<file path="src/tmr_pkg.sv">
/*
 * Shared constants and types of the temperature monitor register block.
 * Assumes a 10 MHz core clock and a converter that reports signed sixteenths of a degree.
 */
package tmr_pkg;

   // ------------------------------------------------------------
   // Register pointers
   // ------------------------------------------------------------
   localparam logic [7:0] PTR_LOC_HI = 8'h00;
   localparam logic [7:0] PTR_REM_HI = 8'h01;
   localparam logic [7:0] PTR_STATUS = 8'h02;
   localparam logic [7:0] PTR_CFG_RD = 8'h03;
   localparam logic [7:0] PTR_RATE_RD = 8'h04;
   localparam logic [7:0] PTR_CFG_WR = 8'h09;
   localparam logic [7:0] PTR_RATE_WR = 8'h0a;
   localparam logic [7:0] PTR_ONESHOT = 8'h0f;
   localparam logic [7:0] PTR_REM_LO = 8'h10;
   localparam logic [7:0] PTR_LOC_LO = 8'h15;

   // ------------------------------------------------------------
   // Field positions and reset values
   // ------------------------------------------------------------
   localparam int CFG_SUPPRESS = 7;
   localparam int CFG_SHUTDOWN = 6;
   localparam int CFG_PIN_FUNC = 5;
   localparam int CFG_RANGE = 2;
   localparam logic [7:0] CFG_MASK = 8'he4;
   localparam logic [7:0] CFG_RST = 8'h00;
   localparam logic [3:0] RATE_RST = 4'h8;
   localparam logic [3:0] RATE_MAX = 4'h9;
   localparam logic [7:0] RES_RST = 8'h00;
   localparam int CH_LOC = 0;
   localparam int CH_REM = 1;

   // ------------------------------------------------------------
   // Timing and number formats
   // ------------------------------------------------------------
   localparam int CLK_HZ = 10_000_000;
   localparam int SLOW_PERIOD_S = 16;
   localparam int SLOW_PERIOD_CYC = SLOW_PERIOD_S * CLK_HZ;
   localparam logic signed [13:0] EXT_OFFSET = 14'sh0400;
   localparam logic signed [13:0] STD_MIN = -14'sd640;
   localparam logic signed [13:0] STD_MAX = 14'sh07ff;
   localparam logic signed [13:0] EXT_MAX = 14'sh0fff;

   typedef enum logic {SEQ_IDLE = 1'b0, SEQ_CONV = 1'b1} tmr_seq_e;

   typedef struct packed {
      logic rd;
      logic wr;
      logic [7:0] ptr;
      logic [7:0] wdata;
   } tmr_acc_s;

   typedef struct packed {
      logic done;
      logic [12:0] temp;
   } tmr_conv_s;

   typedef struct packed {
      logic [11:0] high;
      logic [11:0] low;
      logic [11:0] crit;
   } tmr_lim_s;

   typedef struct packed {
      logic o;
      logic oe_n;
   } tmr_od_s;

endpackage

</file>
<file path="src/tmr_monitor.sv">
/*
 * Register side of a local and remote temperature monitor: results, status,
 * configuration, conversion rate, sequencing and the two open-drain pins.
 * Assumes a serial engine that decodes pointer reads and writes into one-cycle
 * strobes, and a converter that answers each start with a done pulse.
 */
// Operation
// - Local result: upper byte at 00h, fraction nibble high in byte 15h.
// - Remote result: upper byte at 01h, fraction nibble at 10h, low nibble zero.
// - Result bytes are read-only and refreshed at each finished conversion.
// - Reading one byte of a pair locks the other until it or any other register is read.
// - All result bytes are zero after power-on reset.
// - Status byte at 02h is read-only with the fixed flag layout.
// - Status bit 7 shows a conversion in progress.
// - Over flag sets above high limit; under flag only in event mode.
// - Event mode latches over, under, open; alternate mode latches only open.
// - In event mode any latched flag sets the event latch, pin low.
// - Status read clears a latched flag only when its cause is gone.
// - Event latch clears on address read, only with flags and causes clear.
// - Critical flags follow results; overtemp pin low while either set.
// - Critical release at or below limit minus hysteresis.
// - Alternate mode: pin follows high limits, releases with hysteresis.
// - Configuration written at 09h, read at 03h, reset 00h.
// - Suppress bit holds event pin inactive, only in event mode.
// - Shutdown stops after current sequence; clearing it resumes conversions.
// - Range bit selects standard or extended span and format.
// - Rate at 04h read, 0Ah write, reset 08h, idle time only.
// - Rate code n up to 9 gives period of 16 seconds halved n times.
// - While shut down, a write to 0Fh runs one sequence.
`timescale 1ns/1ps
`default_nettype none

module tmr_monitor #(
   parameter int unsigned SLOW_PERIOD_CYC = tmr_pkg::SLOW_PERIOD_CYC
) (
   input wire logic clk_i,
   input wire logic rst_n_i,
   input wire tmr_pkg::tmr_acc_s acc_i,
   input wire logic addr_read_i,
   output logic [7:0] rdata_o,
   input wire tmr_pkg::tmr_conv_s conv_i,
   output logic conv_start_o,
   output logic conv_chan_o,
   input wire tmr_pkg::tmr_lim_s [1:0] lim_i,
   input wire logic [11:0] hyst_i,
   input wire logic [1:0] chan_en_i,
   input wire logic open_i,
   output tmr_pkg::tmr_od_s event_pin_o,
   output tmr_pkg::tmr_od_s overtemp_pin_o
);
   import tmr_pkg::*;

   // ------------------------------------------------------------
   // Number formats
   // ------------------------------------------------------------
   function automatic logic [11:0] enc(input logic [12:0] t, input logic ext);
      logic signed [13:0] v;
      v = {t[12], t};
      if (ext)
      begin
         v = v + EXT_OFFSET;
         if (v < 14'sd0)
            v = 14'sd0;
         else if (v > EXT_MAX)
            v = EXT_MAX;
      end
      else
      begin
         if (v < STD_MIN)
            v = STD_MIN;
         else if (v > STD_MAX)
            v = STD_MAX;
      end
      return v[11:0];
   endfunction

   // Limits share the result format, so both go through the same widening
   function automatic logic signed [13:0] cv(input logic [11:0] x, input logic ext);
      return ext ? $signed({2'b00, x}) : $signed({{2{x[11]}}, x});
   endfunction

   // ------------------------------------------------------------
   // State
   // ------------------------------------------------------------
   logic [7:0] cfg_r;
   logic [3:0] rate_r;
   logic [7:0] rdata_r;
   tmr_seq_e seq_r, seq_nxt;
   logic ch_r, ch_nxt;
   logic start_r, start_nxt;
   logic oneshot_r;
   logic [31:0] timer_r;
   logic open_m_r, open_s_r;
   logic open_r, alert_r;
   tmr_od_s ev_pin_r, ot_pin_r;

   logic rd, wr, stat_rd, ext, pfs, sdn;
   logic [1:0] over_f, under_f, crit_f, gth, ltl;
   logic [1:0] upd;
   logic [7:0] hi_b [2];
   logic [7:0] lo_b [2];
   logic [11:0] val_w;
   logic any5, cause5, alert_set, alert_clr;
   logic ev_drive, ot_drive;
   logic [3:0] rate_eff;
   logic [31:0] period_w;
   logic go, conv_done, last_ch;
   logic [7:0] status_w, rd_mux;

   // ------------------------------------------------------------
   // Access decode
   // ------------------------------------------------------------
   assign rd = acc_i.rd;
   assign wr = acc_i.wr;
   assign stat_rd = rd && (acc_i.ptr == PTR_STATUS);
   assign ext = cfg_r[CFG_RANGE];
   assign pfs = cfg_r[CFG_PIN_FUNC];
   assign sdn = cfg_r[CFG_SHUTDOWN];
   assign val_w = enc(conv_i.temp, ext);

   // ------------------------------------------------------------
   // Per-channel results and flags
   // ------------------------------------------------------------
   for (genvar i = 0; i < 2; i++)
   begin : g_ch
      localparam logic [7:0] P_HI = (i == CH_LOC) ? PTR_LOC_HI : PTR_REM_HI;
      localparam logic [7:0] P_LO = (i == CH_LOC) ? PTR_LOC_LO : PTR_REM_LO;
      logic [11:0] res_r;
      logic over_r, under_r, crit_r;
      logic rd_hi, rd_lo, rd_oth;
      logic signed [13:0] rv, hv, lv, kv, hy;
      logic gt_crit, rel_crit, rel_high;

      assign upd[i] = conv_done && (ch_r == i[0]);
      assign rd_hi = rd && (acc_i.ptr == P_HI);
      assign rd_lo = rd && (acc_i.ptr == P_LO);
      assign rd_oth = rd && !rd_hi && !rd_lo;

      tmr_result_pair u_pair (
         .clk_i(clk_i),
         .rst_n_i(rst_n_i),
         .upd_i(upd[i]),
         .val_i(val_w),
         .rd_hi_i(rd_hi),
         .rd_lo_i(rd_lo),
         .rd_other_i(rd_oth),
         .hi_o(hi_b[i]),
         .lo_o(lo_b[i])
      );

      assign rv = cv(res_r, ext);
      assign hv = cv(lim_i[i].high, ext);
      assign lv = cv(lim_i[i].low, ext);
      assign kv = cv(lim_i[i].crit, ext);
      assign hy = $signed({2'b00, hyst_i});
      assign gth[i] = rv > hv;
      assign ltl[i] = rv < lv;
      assign gt_crit = rv > kv;
      assign rel_crit = rv <= (kv - hy);
      assign rel_high = rv <= (hv - hy);

      // Comparison runs on a private copy; the readable bytes may be locked
      always_ff @(posedge clk_i or negedge rst_n_i)
      begin
         if (!rst_n_i)
            res_r <= 12'h000;
         else if (upd[i])
            res_r <= val_w;
      end

      always_ff @(posedge clk_i or negedge rst_n_i)
      begin
         if (!rst_n_i)
         begin
            over_r <= 1'b0;
            under_r <= 1'b0;
            crit_r <= 1'b0;
         end
         else
         begin
            if (gth[i])
               over_r <= 1'b1;
            else if (pfs ? rel_high : stat_rd)
               over_r <= 1'b0;
            if (ltl[i] && !pfs)
               under_r <= 1'b1;
            else if (stat_rd || pfs)
               under_r <= 1'b0;
            if (gt_crit)
               crit_r <= 1'b1;
            else if (rel_crit)
               crit_r <= 1'b0;
         end
      end

      assign over_f[i] = over_r;
      assign under_f[i] = under_r;
      assign crit_f[i] = crit_r;
   end

   // ------------------------------------------------------------
   // Open sensor flag and event latch
   // ------------------------------------------------------------
   always_ff @(posedge clk_i or negedge rst_n_i)
   begin
      if (!rst_n_i)
      begin
         open_m_r <= 1'b0;
         open_s_r <= 1'b0;
      end
      else
      begin
         open_m_r <= open_i;
         open_s_r <= open_m_r;
      end
   end

   always_ff @(posedge clk_i or negedge rst_n_i)
   begin
      if (!rst_n_i)
         open_r <= 1'b0;
      else if (open_s_r)
         open_r <= 1'b1;
      else if (stat_rd)
         open_r <= 1'b0;
   end

   assign any5 = |{over_f, under_f, open_r};
   assign cause5 = |{gth, ltl, open_s_r};
   assign alert_set = !pfs && any5;
   assign alert_clr = pfs || (addr_read_i && !any5 && !cause5);

   // A new event in the clearing cycle keeps the latch set
   always_ff @(posedge clk_i or negedge rst_n_i)
   begin
      if (!rst_n_i)
         alert_r <= 1'b0;
      else if (alert_set)
         alert_r <= 1'b1;
      else if (alert_clr)
         alert_r <= 1'b0;
   end

   // ------------------------------------------------------------
   // Pins
   // ------------------------------------------------------------
   assign ev_drive = pfs ? |over_f : (alert_r && !cfg_r[CFG_SUPPRESS]);
   assign ot_drive = |crit_f;

   always_ff @(posedge clk_i or negedge rst_n_i)
   begin
      if (!rst_n_i)
      begin
         ev_pin_r <= '{o: 1'b0, oe_n: 1'b1};
         ot_pin_r <= '{o: 1'b0, oe_n: 1'b1};
      end
      else
      begin
         ev_pin_r <= '{o: 1'b0, oe_n: !ev_drive};
         ot_pin_r <= '{o: 1'b0, oe_n: !ot_drive};
      end
   end

   assign event_pin_o = ev_pin_r;
   assign overtemp_pin_o = ot_pin_r;

   // ------------------------------------------------------------
   // Configuration and rate registers
   // ------------------------------------------------------------
   always_ff @(posedge clk_i or negedge rst_n_i)
   begin
      if (!rst_n_i)
      begin
         cfg_r <= CFG_RST;
         rate_r <= RATE_RST;
      end
      else if (wr)
      begin
         if (acc_i.ptr == PTR_CFG_WR)
            cfg_r <= acc_i.wdata & CFG_MASK;
         if (acc_i.ptr == PTR_RATE_WR)
            rate_r <= acc_i.wdata[3:0];
      end
   end

   // ------------------------------------------------------------
   // Conversion sequencer
   // ------------------------------------------------------------
   // Codes above the table run at the fastest listed rate
   assign rate_eff = (rate_r > RATE_MAX) ? RATE_MAX : rate_r;
   assign period_w = 32'(SLOW_PERIOD_CYC) >> rate_eff;
   assign conv_done = (seq_r == SEQ_CONV) && conv_i.done;
   assign last_ch = ch_r || !chan_en_i[CH_REM];
   assign go = (seq_r == SEQ_IDLE) && (|chan_en_i)
      && (sdn ? oneshot_r : (timer_r >= period_w - 32'd1));

   always_comb
   begin
      seq_nxt = seq_r;
      ch_nxt = ch_r;
      start_nxt = 1'b0;
      case (seq_r)
         SEQ_IDLE:
         begin
            if (go)
            begin
               seq_nxt = SEQ_CONV;
               ch_nxt = chan_en_i[CH_LOC] ? 1'b0 : 1'b1;
               start_nxt = 1'b1;
            end
         end
         SEQ_CONV:
         begin
            if (conv_done)
            begin
               if (last_ch)
                  seq_nxt = SEQ_IDLE;
               else
               begin
                  ch_nxt = 1'b1;
                  start_nxt = 1'b1;
               end
            end
         end
         default:
         begin
            seq_nxt = SEQ_IDLE;
         end
      endcase
   end

   always_ff @(posedge clk_i or negedge rst_n_i)
   begin
      if (!rst_n_i)
      begin
         seq_r <= SEQ_IDLE;
         ch_r <= 1'b0;
         start_r <= 1'b0;
      end
      else
      begin
         seq_r <= seq_nxt;
         ch_r <= ch_nxt;
         start_r <= start_nxt;
      end
   end

   // Timer runs from each sequence start, so rate never stretches a conversion
   always_ff @(posedge clk_i or negedge rst_n_i)
   begin
      if (!rst_n_i)
         timer_r <= 32'h0000_0000;
      else if (go)
         timer_r <= 32'h0000_0000;
      else if (timer_r != 32'hffff_ffff)
         timer_r <= timer_r + 32'd1;
   end

   // Written data is dropped; only the strobe matters
   always_ff @(posedge clk_i or negedge rst_n_i)
   begin
      if (!rst_n_i)
         oneshot_r <= 1'b0;
      else if (wr && sdn && (acc_i.ptr == PTR_ONESHOT))
         oneshot_r <= 1'b1;
      else if (go || !sdn)
         oneshot_r <= 1'b0;
   end

   assign conv_start_o = start_r;
   assign conv_chan_o = ch_r;

   // ------------------------------------------------------------
   // Read data
   // ------------------------------------------------------------
   assign status_w = {seq_r == SEQ_CONV, over_f[CH_LOC], under_f[CH_LOC],
      over_f[CH_REM], under_f[CH_REM], open_r, crit_f[CH_REM], crit_f[CH_LOC]};
   assign rd_mux =
      (acc_i.ptr == PTR_LOC_HI) ? hi_b[CH_LOC] :
      (acc_i.ptr == PTR_REM_HI) ? hi_b[CH_REM] :
      (acc_i.ptr == PTR_LOC_LO) ? lo_b[CH_LOC] :
      (acc_i.ptr == PTR_REM_LO) ? lo_b[CH_REM] :
      (acc_i.ptr == PTR_STATUS) ? status_w :
      (acc_i.ptr == PTR_CFG_RD) ? cfg_r :
      (acc_i.ptr == PTR_RATE_RD) ? {4'h0, rate_r} : 8'h00;

   always_ff @(posedge clk_i or negedge rst_n_i)
   begin
      if (!rst_n_i)
         rdata_r <= 8'h00;
      else if (rd)
         rdata_r <= rd_mux;
   end

   assign rdata_o = rdata_r;

   // ------------------------------------------------------------
   // Checks
   // ------------------------------------------------------------
   status_busy_a: assert property (@(posedge clk_i) disable iff (!rst_n_i)
      stat_rd |=> rdata_o[7] == $past(seq_r == SEQ_CONV))
      else $error("status busy bit wrong");

   open_hold_a: assert property (@(posedge clk_i) disable iff (!rst_n_i)
      (open_r && !stat_rd) |=> open_r)
      else $error("open flag dropped without status read");

   latch_set_a: assert property (@(posedge clk_i) disable iff (!rst_n_i)
      (!pfs && any5) |=> alert_r)
      else $error("event latch not set");

   event_pin_a: assert property (@(posedge clk_i) disable iff (!rst_n_i)
      (alert_r && !pfs && !cfg_r[CFG_SUPPRESS]) |=> event_pin_o.oe_n == 1'b0)
      else $error("event pin not driven");

   alt_pin_a: assert property (@(posedge clk_i) disable iff (!rst_n_i)
      (pfs && (|over_f)) |=> event_pin_o.oe_n == 1'b0)
      else $error("alternate pin not driven");

   latch_no_stat_a: assert property (@(posedge clk_i) disable iff (!rst_n_i)
      (alert_r && stat_rd && !addr_read_i && !pfs) |=> alert_r)
      else $error("event latch cleared by status read");

   crit_pin_a: assert property (@(posedge clk_i) disable iff (!rst_n_i)
      (|crit_f) |=> overtemp_pin_o.oe_n == 1'b0)
      else $error("overtemp pin not driven");

   suppress_pin_a: assert property (@(posedge clk_i) disable iff (!rst_n_i)
      (cfg_r[CFG_SUPPRESS] && !pfs) |=> event_pin_o.oe_n)
      else $error("suppressed event pin driven");

   cfg_write_a: assert property (@(posedge clk_i) disable iff (!rst_n_i)
      (wr && acc_i.ptr == PTR_CFG_WR) |=> cfg_r == ($past(acc_i.wdata) & CFG_MASK))
      else $error("configuration write lost");

   rate_write_a: assert property (@(posedge clk_i) disable iff (!rst_n_i)
      (wr && acc_i.ptr == PTR_RATE_WR) |=> rate_r == $past(acc_i.wdata[3:0]))
      else $error("rate write lost");

   oneshot_go_a: assert property (@(posedge clk_i) disable iff (!rst_n_i)
      (wr && sdn && acc_i.ptr == PTR_ONESHOT && seq_r == SEQ_IDLE && (|chan_en_i))
      ##1 sdn |=> conv_start_o)
      else $error("one-shot did not start");

   shutdown_idle_a: assert property (@(posedge clk_i) disable iff (!rst_n_i)
      (sdn && seq_r == SEQ_IDLE && !oneshot_r) |=> !conv_start_o)
      else $error("conversion started in shutdown");

endmodule // tmr_monitor

`default_nettype wire

</file>
<file path="src/tmr_result_pair.sv">
/*
 * One 12-bit result held as an upper byte and a fraction byte, with the read lock.
 * Assumes read strobes are one-cycle pulses from the pointer logic on the same clock.
 */
`timescale 1ns/1ps
`default_nettype none

module tmr_result_pair (
   input wire logic clk_i,
   input wire logic rst_n_i,
   input wire logic upd_i,
   input wire logic [11:0] val_i,
   input wire logic rd_hi_i,
   input wire logic rd_lo_i,
   input wire logic rd_other_i,
   output logic [7:0] hi_o,
   output logic [7:0] lo_o
);
   import tmr_pkg::*;

   logic lock_hi_r, lock_lo_r;
   logic lock_hi_nxt, lock_lo_nxt;
   logic [7:0] hi_r, lo_r;

   // Reading one half locks the other; reading the locked half closes the pair
   assign lock_hi_nxt = rd_other_i ? 1'b0 : rd_lo_i ? !lock_lo_r : rd_hi_i ? 1'b0 : lock_hi_r;
   assign lock_lo_nxt = rd_other_i ? 1'b0 : rd_hi_i ? !lock_hi_r : rd_lo_i ? 1'b0 : lock_lo_r;

   always_ff @(posedge clk_i or negedge rst_n_i)
   begin
      if (!rst_n_i)
      begin
         lock_hi_r <= 1'b0;
         lock_lo_r <= 1'b0;
         hi_r <= RES_RST;
         lo_r <= RES_RST;
      end
      else
      begin
         lock_hi_r <= lock_hi_nxt;
         lock_lo_r <= lock_lo_nxt;
         // Gate on the next lock so an update in the reading cycle cannot split the pair
         if (upd_i && !lock_hi_nxt)
            hi_r <= val_i[11:4];
         if (upd_i && !lock_lo_nxt)
            lo_r <= {val_i[3:0], 4'h0};
      end
   end

   assign hi_o = hi_r;
   assign lo_o = lo_r;

   lock_holds_lo_a: assert property (@(posedge clk_i) disable iff (!rst_n_i)
      (rd_hi_i && !rd_lo_i && !rd_other_i && !lock_hi_r)
      ##1 (!rd_hi_i && !rd_lo_i && !rd_other_i) |=> $stable(lo_r))
      else $error("fraction byte changed while locked");

   reset_zero_a: assert property (@(posedge clk_i) disable iff (!rst_n_i)
      $rose(rst_n_i) |-> (hi_r == 8'h00 && lo_r == 8'h00))
      else $error("result bytes not zero after reset");

   frac_nibble_a: assert property (@(posedge clk_i) disable iff (!rst_n_i)
      lo_r[3:0] == 4'h0)
      else $error("fraction low nibble not zero");

endmodule // tmr_result_pair

`default_nettype wire
</file>
<file path="config.mk">
export PLATFORM = sky130hd
export DESIGN_NAME = tmr_monitor
export DESIGN_NICKNAME = d
export VERILOG_FILES = /design/src/tmr_pkg.sv /design/src/tmr_monitor.sv /design/src/tmr_result_pair.sv
export SDC_FILE = /design/constraint.sdc
export NUM_CORES = 1
export LEC_CHECK = 0
export ABC_AREA = 0
export BUFFER_PORTS_ARGS = -buffer_cell sky130_fd_sc_hd__buf_2
export CAP_MARGIN = 20
export CORE_ASPECT_RATIO = 1.75
export CORE_MARGIN = 2
export CORE_UTILIZATION = 61
export DETAILED_ROUTE_END_ITERATION = 7
export GPL_ROUTABILITY_DRIVEN = 0
export PLACE_DENSITY_LB_ADDON = 0.3
export SLEW_MARGIN = 20
export SYNTH_ARGS = -nofsm -noshare
export SYNTH_HDL_FRONTEND = slang
export SYNTH_SLANG_ARGS = --single-unit
export TNS_END_PERCENT = 100
</file>
<file path="constraint.sdc">
create_clock -name clk_i -period 5.5 [get_ports clk_i]
set_input_delay 0.275 -clock clk_i [delete_from_list [all_inputs] [get_ports clk_i]]
set_output_delay 0.275 -clock clk_i [all_outputs]
set_load 0.02 [all_outputs]
</file>
Word-level counts from Yosys, hierarchy flattened
Index checks and enable logic that the tools add are counted.
W data, S select, Z words.
{"block": "word_totals", "register_bits": 116, "latch_bits": 0, "mem_bits_rw": 0, "mem_bits_ro": 0, "input_bits": 122, "out_inout_bits": 14, "word_cells": 205, "memories": 0}
{"block": "classes", "addsub": 7, "mul": 0, "div_mod_pow": 0, "magnitude_cmp": 16, "eq_ne": 13, "n_shift": 1, "n_mux": 67, "bitwise": 2, "reduce_logical": 69}
{"op": "$mux W14", "n": 8}
{"op": "$mux W32", "n": 2}
{"op": "$mux W12", "n": 5}
{"op": "$gt A14 B14 Y1", "n": 4}
{"op": "$le A14 B14 Y1", "n": 4}
{"op": "$sub A14 B13 Y14", "n": 4}
{"op": "$mux W8", "n": 6}
{"op": "$mux W1", "n": 41}
{"op": "$add A32 B1 Y32 const B", "n": 1}
{"op": "$ge A32 B32 Y1", "n": 1}
{"op": "$ne A32 B32 Y1 const B", "n": 1}
{"op": "$shr A28 B4 Y32 const A", "n": 1}
{"op": "$sub A32 B1 Y32 const B", "n": 1}
{"op": "$lt A14 B14 Y1", "n": 2}
{"op": "$logic_and A1 B1 Y1", "n": 26}
{"op": "$eq A8 B4 Y1 const B", "n": 3}
{"op": "$logic_not A1 Y1", "n": 20}
{"op": "$reduce_bool A2 Y1", "n": 10}
{"op": "$eq A8 B2 Y1 const B", "n": 2}
{"op": "$eq A8 B5 Y1 const B", "n": 2}
{"op": "$add A13 B12 Y14 const B", "n": 1}
{"op": "$gt A14 B13 Y1 const B", "n": 1}
{"op": "$lt A14 B1 Y1 const B", "n": 1}
{"op": "$gt A13 B12 Y1 const B", "n": 1}
{"op": "other kinds (15)", "n": 27}

Depth between registers and ports, before layout
{"block": "depth", "depth_word": 10, "depth_mapped": 19, "depth_no_buf": 17}

Modules after synthesis
Synthesis repeated with hierarchy kept, for this count alone.
{"block": "hier_totals", "hier_cells": 1535, "area_unflattened_um2": 12648.4}
{"mod": "tmr_monitor", "instances": 1, "cells_each": 1457, "area_per_inst_um2": 11467.2, "seq_area_each_um2": 2205.9}
{"mod": "tmr_result_pair", "instances": 2, "cells_each": 39, "area_per_inst_um2": 590.6, "seq_area_each_um2": 350.3}

Least setup slack after synthesis
No wires, ideal clock.
{"block": "synth_timing", "kind": "reg-to-reg", "start": "register rate_r[3]", "end": "register timer_r[0]", "setup_time_ns": 0.121, "t_arrival_ns": 3.893, "t_required_ns": 5.379, "setup_slack_ns": 1.485, "path_stages_with_launch": 19, "n_path_buf": 4, "synth_period_minus_slack_ns": 4.015, "cell_sequence": "dfstp_2 -> clkbuf_1 -> clkbuf_1 -> nand2b_1 -> ha_1 -> buf_1 -> nand2_1 -> a21oi_1 -> and3_1 -> mux2_1 -> a2bb2oi_1 -> ha_1 -> and2_1 -> o2111ai_1 -> o21ai_0 -> a2bb2oi_1 -> a21oi_2 -> buf_2 -> nor2_1"}
{"block": "synth_via", "elab_chain_cells": 8, "word_cells_on_any_way": 9, "cone_classes": "add/sub: 1; order compare: 2; shift: 1; mux: 3; reduce/logical: 2"}
{"element": "start, declared", "line_no": "tmr_monitor.sv:86", "rtl": "logic [3:0] rate_r;"}
{"element": "start signal, assigned", "line_no": "tmr_monitor.sv:282", "rtl": "rate_r <= acc_i.wdata[3:0];"}
{"element": "$gt A4 B4 Y1", "line_no": "tmr_monitor.sv:290", "rtl": "assign rate_eff = (rate_r > RATE_MAX) ? RATE_MAX : rate_r;"}
{"element": "$mux W4 *", "line_no": "tmr_monitor.sv:290"}
{"element": "$shr A28 B4 Y32 *", "line_no": "tmr_monitor.sv:291", "rtl": "assign period_w = 32'(SLOW_PERIOD_CYC) >> rate_eff;"}
{"element": "$sub A32 B1 Y32 *", "line_no": "tmr_monitor.sv:295", "rtl": "&& (sdn ? oneshot_r : (timer_r >= period_w - 32'd1));"}
{"element": "$ge A32 B32 Y1 *", "line_no": "tmr_monitor.sv:295"}
{"element": "$mux W1 *", "line_no": "tmr_monitor.sv:295"}
{"element": "$logic_and A1 B1 Y1 *", "line_no": "tmr_monitor.sv:295"}
{"element": "$mux W32 / $reduce_bool A2 Y1 (equally long branches)"}
{"element": "end signal, assigned", "line_no": "tmr_monitor.sv:356", "rtl": "timer_r <= timer_r + 32'd1;"}
{"element": "end, declared", "line_no": "tmr_monitor.sv:92", "rtl": "logic [31:0] timer_r;"}
Every way passes the cells marked *; elsewhere a longest branch is shown, timed or not.
A chain may end at the register's enable or synchronous reset.

Worst setup path after layout
{"block": "layout_timing", "start": "register rate_r[1]", "end": "register ch_r (netlist: conv_chan_o)"}
{"block": "layout_via", "elab_chain_cells": 9}
{"element": "$gt A4 B4 Y1", "line_no": "tmr_monitor.sv:290"}
{"element": "$mux W4 *", "line_no": "tmr_monitor.sv:290"}
{"element": "$shr A28 B4 Y32 *", "line_no": "tmr_monitor.sv:291"}
{"element": "$sub A32 B1 Y32 *", "line_no": "tmr_monitor.sv:295"}
{"element": "$ge A32 B32 Y1 *", "line_no": "tmr_monitor.sv:295"}
{"element": "$mux W1 *", "line_no": "tmr_monitor.sv:295"}
{"element": "$logic_and A1 B1 Y1 *", "line_no": "tmr_monitor.sv:295"}
{"element": "$ne A2 B2 Y1 (no source line) *"}
{"element": "$reduce_and A3 Y1 (no source line) *"}
{"element": "end signal, assigned", "line_no": "tmr_monitor.sv:343", "rtl": "ch_r <= ch_nxt;"}
{"element": "end, declared", "line_no": "tmr_monitor.sv:89", "rtl": "logic ch_r, ch_nxt;"}
Marked as above.

==> impl_metrics.toml <==
[outcome]
outcome = "complete, no violations"

[finish]
utilization_pct = 69.8
final_cell_mix = "ha_1, nor2_1, inv_1, a21oi_1, buf_2"
postLayoutCellArea_um2 = 13800
nNetsFinal = 1987
area_growth_syn_to_layout_pct = 12.0
drive_gt1_share_pct = 13.3
final_common_cell = "ha_1"

[detailed_routing]
drtAntennaViolNets = 0
drc = 0
wire_per_inst_um = 18.7
vias_per_cell = 6.25
routed_wl_um = 35500
num_vias = 11900
dr.pass1.iters = 7
drt_iter0_drc = 728

[timing]
tightest_slew_ns = 1.03
relSlewSlack_pct = 30.7
clock_skew_ns = 0.00920
hold_viol_final = 0
rsz0062_at_grt = "false"
setup_tns_ns = 0
post-route-period-util_pct = 80.7
min_period_ns = 4.44
timing.fmax_ghz = 0.225
slew_violations = 0
timing.hold.ws_ns = 0.0716
setup_violations = 0

[global_routing]
grt_max_degree = 63
track_usage_pct = 33.4
grt_pass1_vias = 11900
grt_pass1_wl_um = 56900
antenna_found_initial = 1
grt_overflow = 0

[setup_path]
cp.arrival_ns = 4.79
required_ns = 5.85
crit_fanout = 26
setup.worst_path.start_class = "register"
critical_path_class = "register to register"
cp-end-kind = "register"

[placement]
dpl_cell_area_um2 = 13200
portBuffers = 132
dpl.hpwl_um = 28200

[synth]
async_reset_ff_share_pct = 100
synth-main-ff-cell = "dfrtp_1"
yosysWarnings = 0
yosysSeqAreaShare_pct = 23.5
syn_inst = 1510
synth.area.top_cells = "dfrtp_1, ha_1, a21oi_1"
synth_edf_count = 0
post_synth.cell_area_avg_um2 = 8.18
synthesis.area_um2 = 12400
post-synth-top-area-cell = "dfrtp_1"
ys_ff_latch = 116
synthDistinctLibCells = 78
synth_top_area_share_pct = 22.9

[clock_network]
clock_latency_ns = 0.42
cts.sinks = 116
cts_tree = "done"
cts_buffer_depth = 2
cts_setup_buffers = 0
cts_buffers = 17
cts-resized-gates = 0
clk_pin_slew_ns = 0.06
htreeDepth = 4
root_buffer = "clkbuf_16"
cts_hold_buf = 2

[pwr]
leakage_nw = 6.85
totalPowerFinal_mw = 5.14
power_per_cell_area_nw_per_um2 = 372
vdd_drop_max_mv = 0.257

[min_path]
hp-class = "input pin to register"

[floorplanning]
die_x_um = 112
start_util_pct = 62.3
die_h_um = 192
core_um2 = 19800
dieArea_um2 = 21400
io-pin-count = 136
row_count = 68

[run]
maxCapViolations = 0
[worst max-delay path: stages (launching register included)]
cell       delay, ns
dfrtp_1         0.51
o21ai_0         0.22
nand2_1         0.18
inv_1           0.17
ha_1            0.45
nand2_1         0.18
ha_1            0.25
and3_1          0.20
mux2_1          0.32
a2bb2oi_1       0.13
ha_1            0.29
and2_1          0.16
o2111ai_1       0.12
o21ai_0         0.34
a2bb2oi_1       0.14
a21oi_2         0.16
buf_4           0.31
mux2i_1         0.21
[where the power goes]
group	internal, mW	switching, mW
Sequential	1.16	0.512
Combinational	1.06	1.30
Clock	0.684	0.427
Total	2.91	2.23
[path summary, 6_finish.rpt]
kind,start,end,slack [ns],cells after the start
worst max-delay path,rate_r[1]$_DFFE_PN0P_,conv_chan_o$_DFFE_PN0P_,1.06,17
worst min-delay path,acc_i[0],rate_r[0]$_DFFE_PN0P_,0.07,3
worst max register to register,rate_r[1]$_DFFE_PN0P_,conv_chan_o$_DFFE_PN0P_,1.06,17
worst min register to register,open_m_r$_DFF_PN0_,open_s_r$_DFF_PN0_,0.35,0
max in group asynchronous,rst_n_i,g_ch[0].u_pair.lo_o[7]$_DFFE_PN0P_,3.78,3
min in group asynchronous,rst_n_i,timer_r[10]$_DFFE_PN0P_,0.44,2
[state kept, by name, summed over array words and instances, names as in the netlist]
| name | flops |
|---|---|
| open_r | 1 |
| rate_r | 4 |
| g_ch.u_pair.hi_o | 16 |
| conv_start_o | 1 |
| conv_chan_o | 1 |
| timer_r | 32 |
| g_ch.u_pair.lock_lo_r | 2 |
| alert_r | 1 |
| g_ch.u_pair.lock_hi_r | 2 |
| g_ch.res_r | 24 |
| open_m_r | 1 |
| g_ch.over_r | 2 |
| overtemp_pin_o | 1 |
| g_ch.under_r | 2 |
| seq_r | 1 |
| open_s_r | 1 |
| g_ch.crit_r | 2 |
| rdata_o | 8 |
| oneshot_r | 1 |
| event_pin_o | 1 |
| g_ch.u_pair.lo_o | 8 |
| cfg_r | 4 |
[Yosys cell counts (5+ instances only)]
| library cell | number |
|---|---|
| nor2_1 | 154 |
| o211ai_1 | 10 |
| nand4_1 | 24 |
| dfrtp_1 | 113 |
| nand3_1 | 39 |
| o21a_1 | 8 |
| nor3_1 | 26 |
| mux2i_1 | 10 |
| xnor2_1 | 54 |
| a211oi_1 | 10 |
| and3_1 | 19 |
| a31oi_1 | 6 |
| ha_1 | 224 |
| or3_1 | 6 |
| nor4_1 | 9 |
| or2_2 | 16 |
| inv_1 | 141 |
| a2111oi_0 | 6 |
| clkbuf_1 | 22 |
| o31ai_1 | 14 |
| nand2b_1 | 28 |
| nand2_1 | 112 |
| o22ai_1 | 6 |
| o21ai_0 | 94 |
| o31a_1 | 5 |
| xor2_1 | 25 |
| a22oi_1 | 7 |
| and4_1 | 9 |
| a21o_1 | 27 |
| a221oi_1 | 8 |
| buf_2 | 7 |
| o21bai_1 | 8 |
| a21oi_1 | 140 |
| a21boi_0 | 6 |
| a2bb2oi_1 | 5 |
| mux2_2 | 12 |
| nor2b_1 | 17 |
| and2_1 | 5 |
[per-layer routing]
metal | share of wire (%) | vias up | routed length, um | global-route usage (%)
met2 | 52 | 425 | 18500 | 62.2
met4 | 7.8 | 0 | 2770 | 24.1
met5 | 0 | - | 0 | 0
li1 | - | 5671 | - | -
met1 | 36 | 5591 | 12700 | 34.0
met3 | 4.4 | 167 | 1560 | 4.26
[metrics by stage]
step	instances	worst slack (ns)
2_1_floorplan	1514	1.49
3_3_place_gp	1861	1.28
3_5_place_dp	1861	1.21
4_1_cts	1895	1.14
5_1_grt	1896	0.727
6_report	1896	1.06
[layout make-up]
type	count	area, um2
Clock inverter	13	149
Timing Repair Buffer	140	728
Multi-Input combinational cell	1220	8760
Tap cell	245	307
Inverter	142	533
Antenna cell	1	2.50
Clock buffer	19	443
Sequential cell	116	2910
Fill cell	1673	6000
[logic make-up after synthesis]
kind of cell               share of synthesized area, %
buffers and inverters                              5.67
AOI/OAI and AO/OA                                  19.9
adders and majority gates                          23.3
other                                            0.0608
muxes                                              2.09
and+or+nand+nor                                    19.8
DFF                                                23.5
xor gates and xnor gates                           5.60
(Power assumes the default switching activity.)
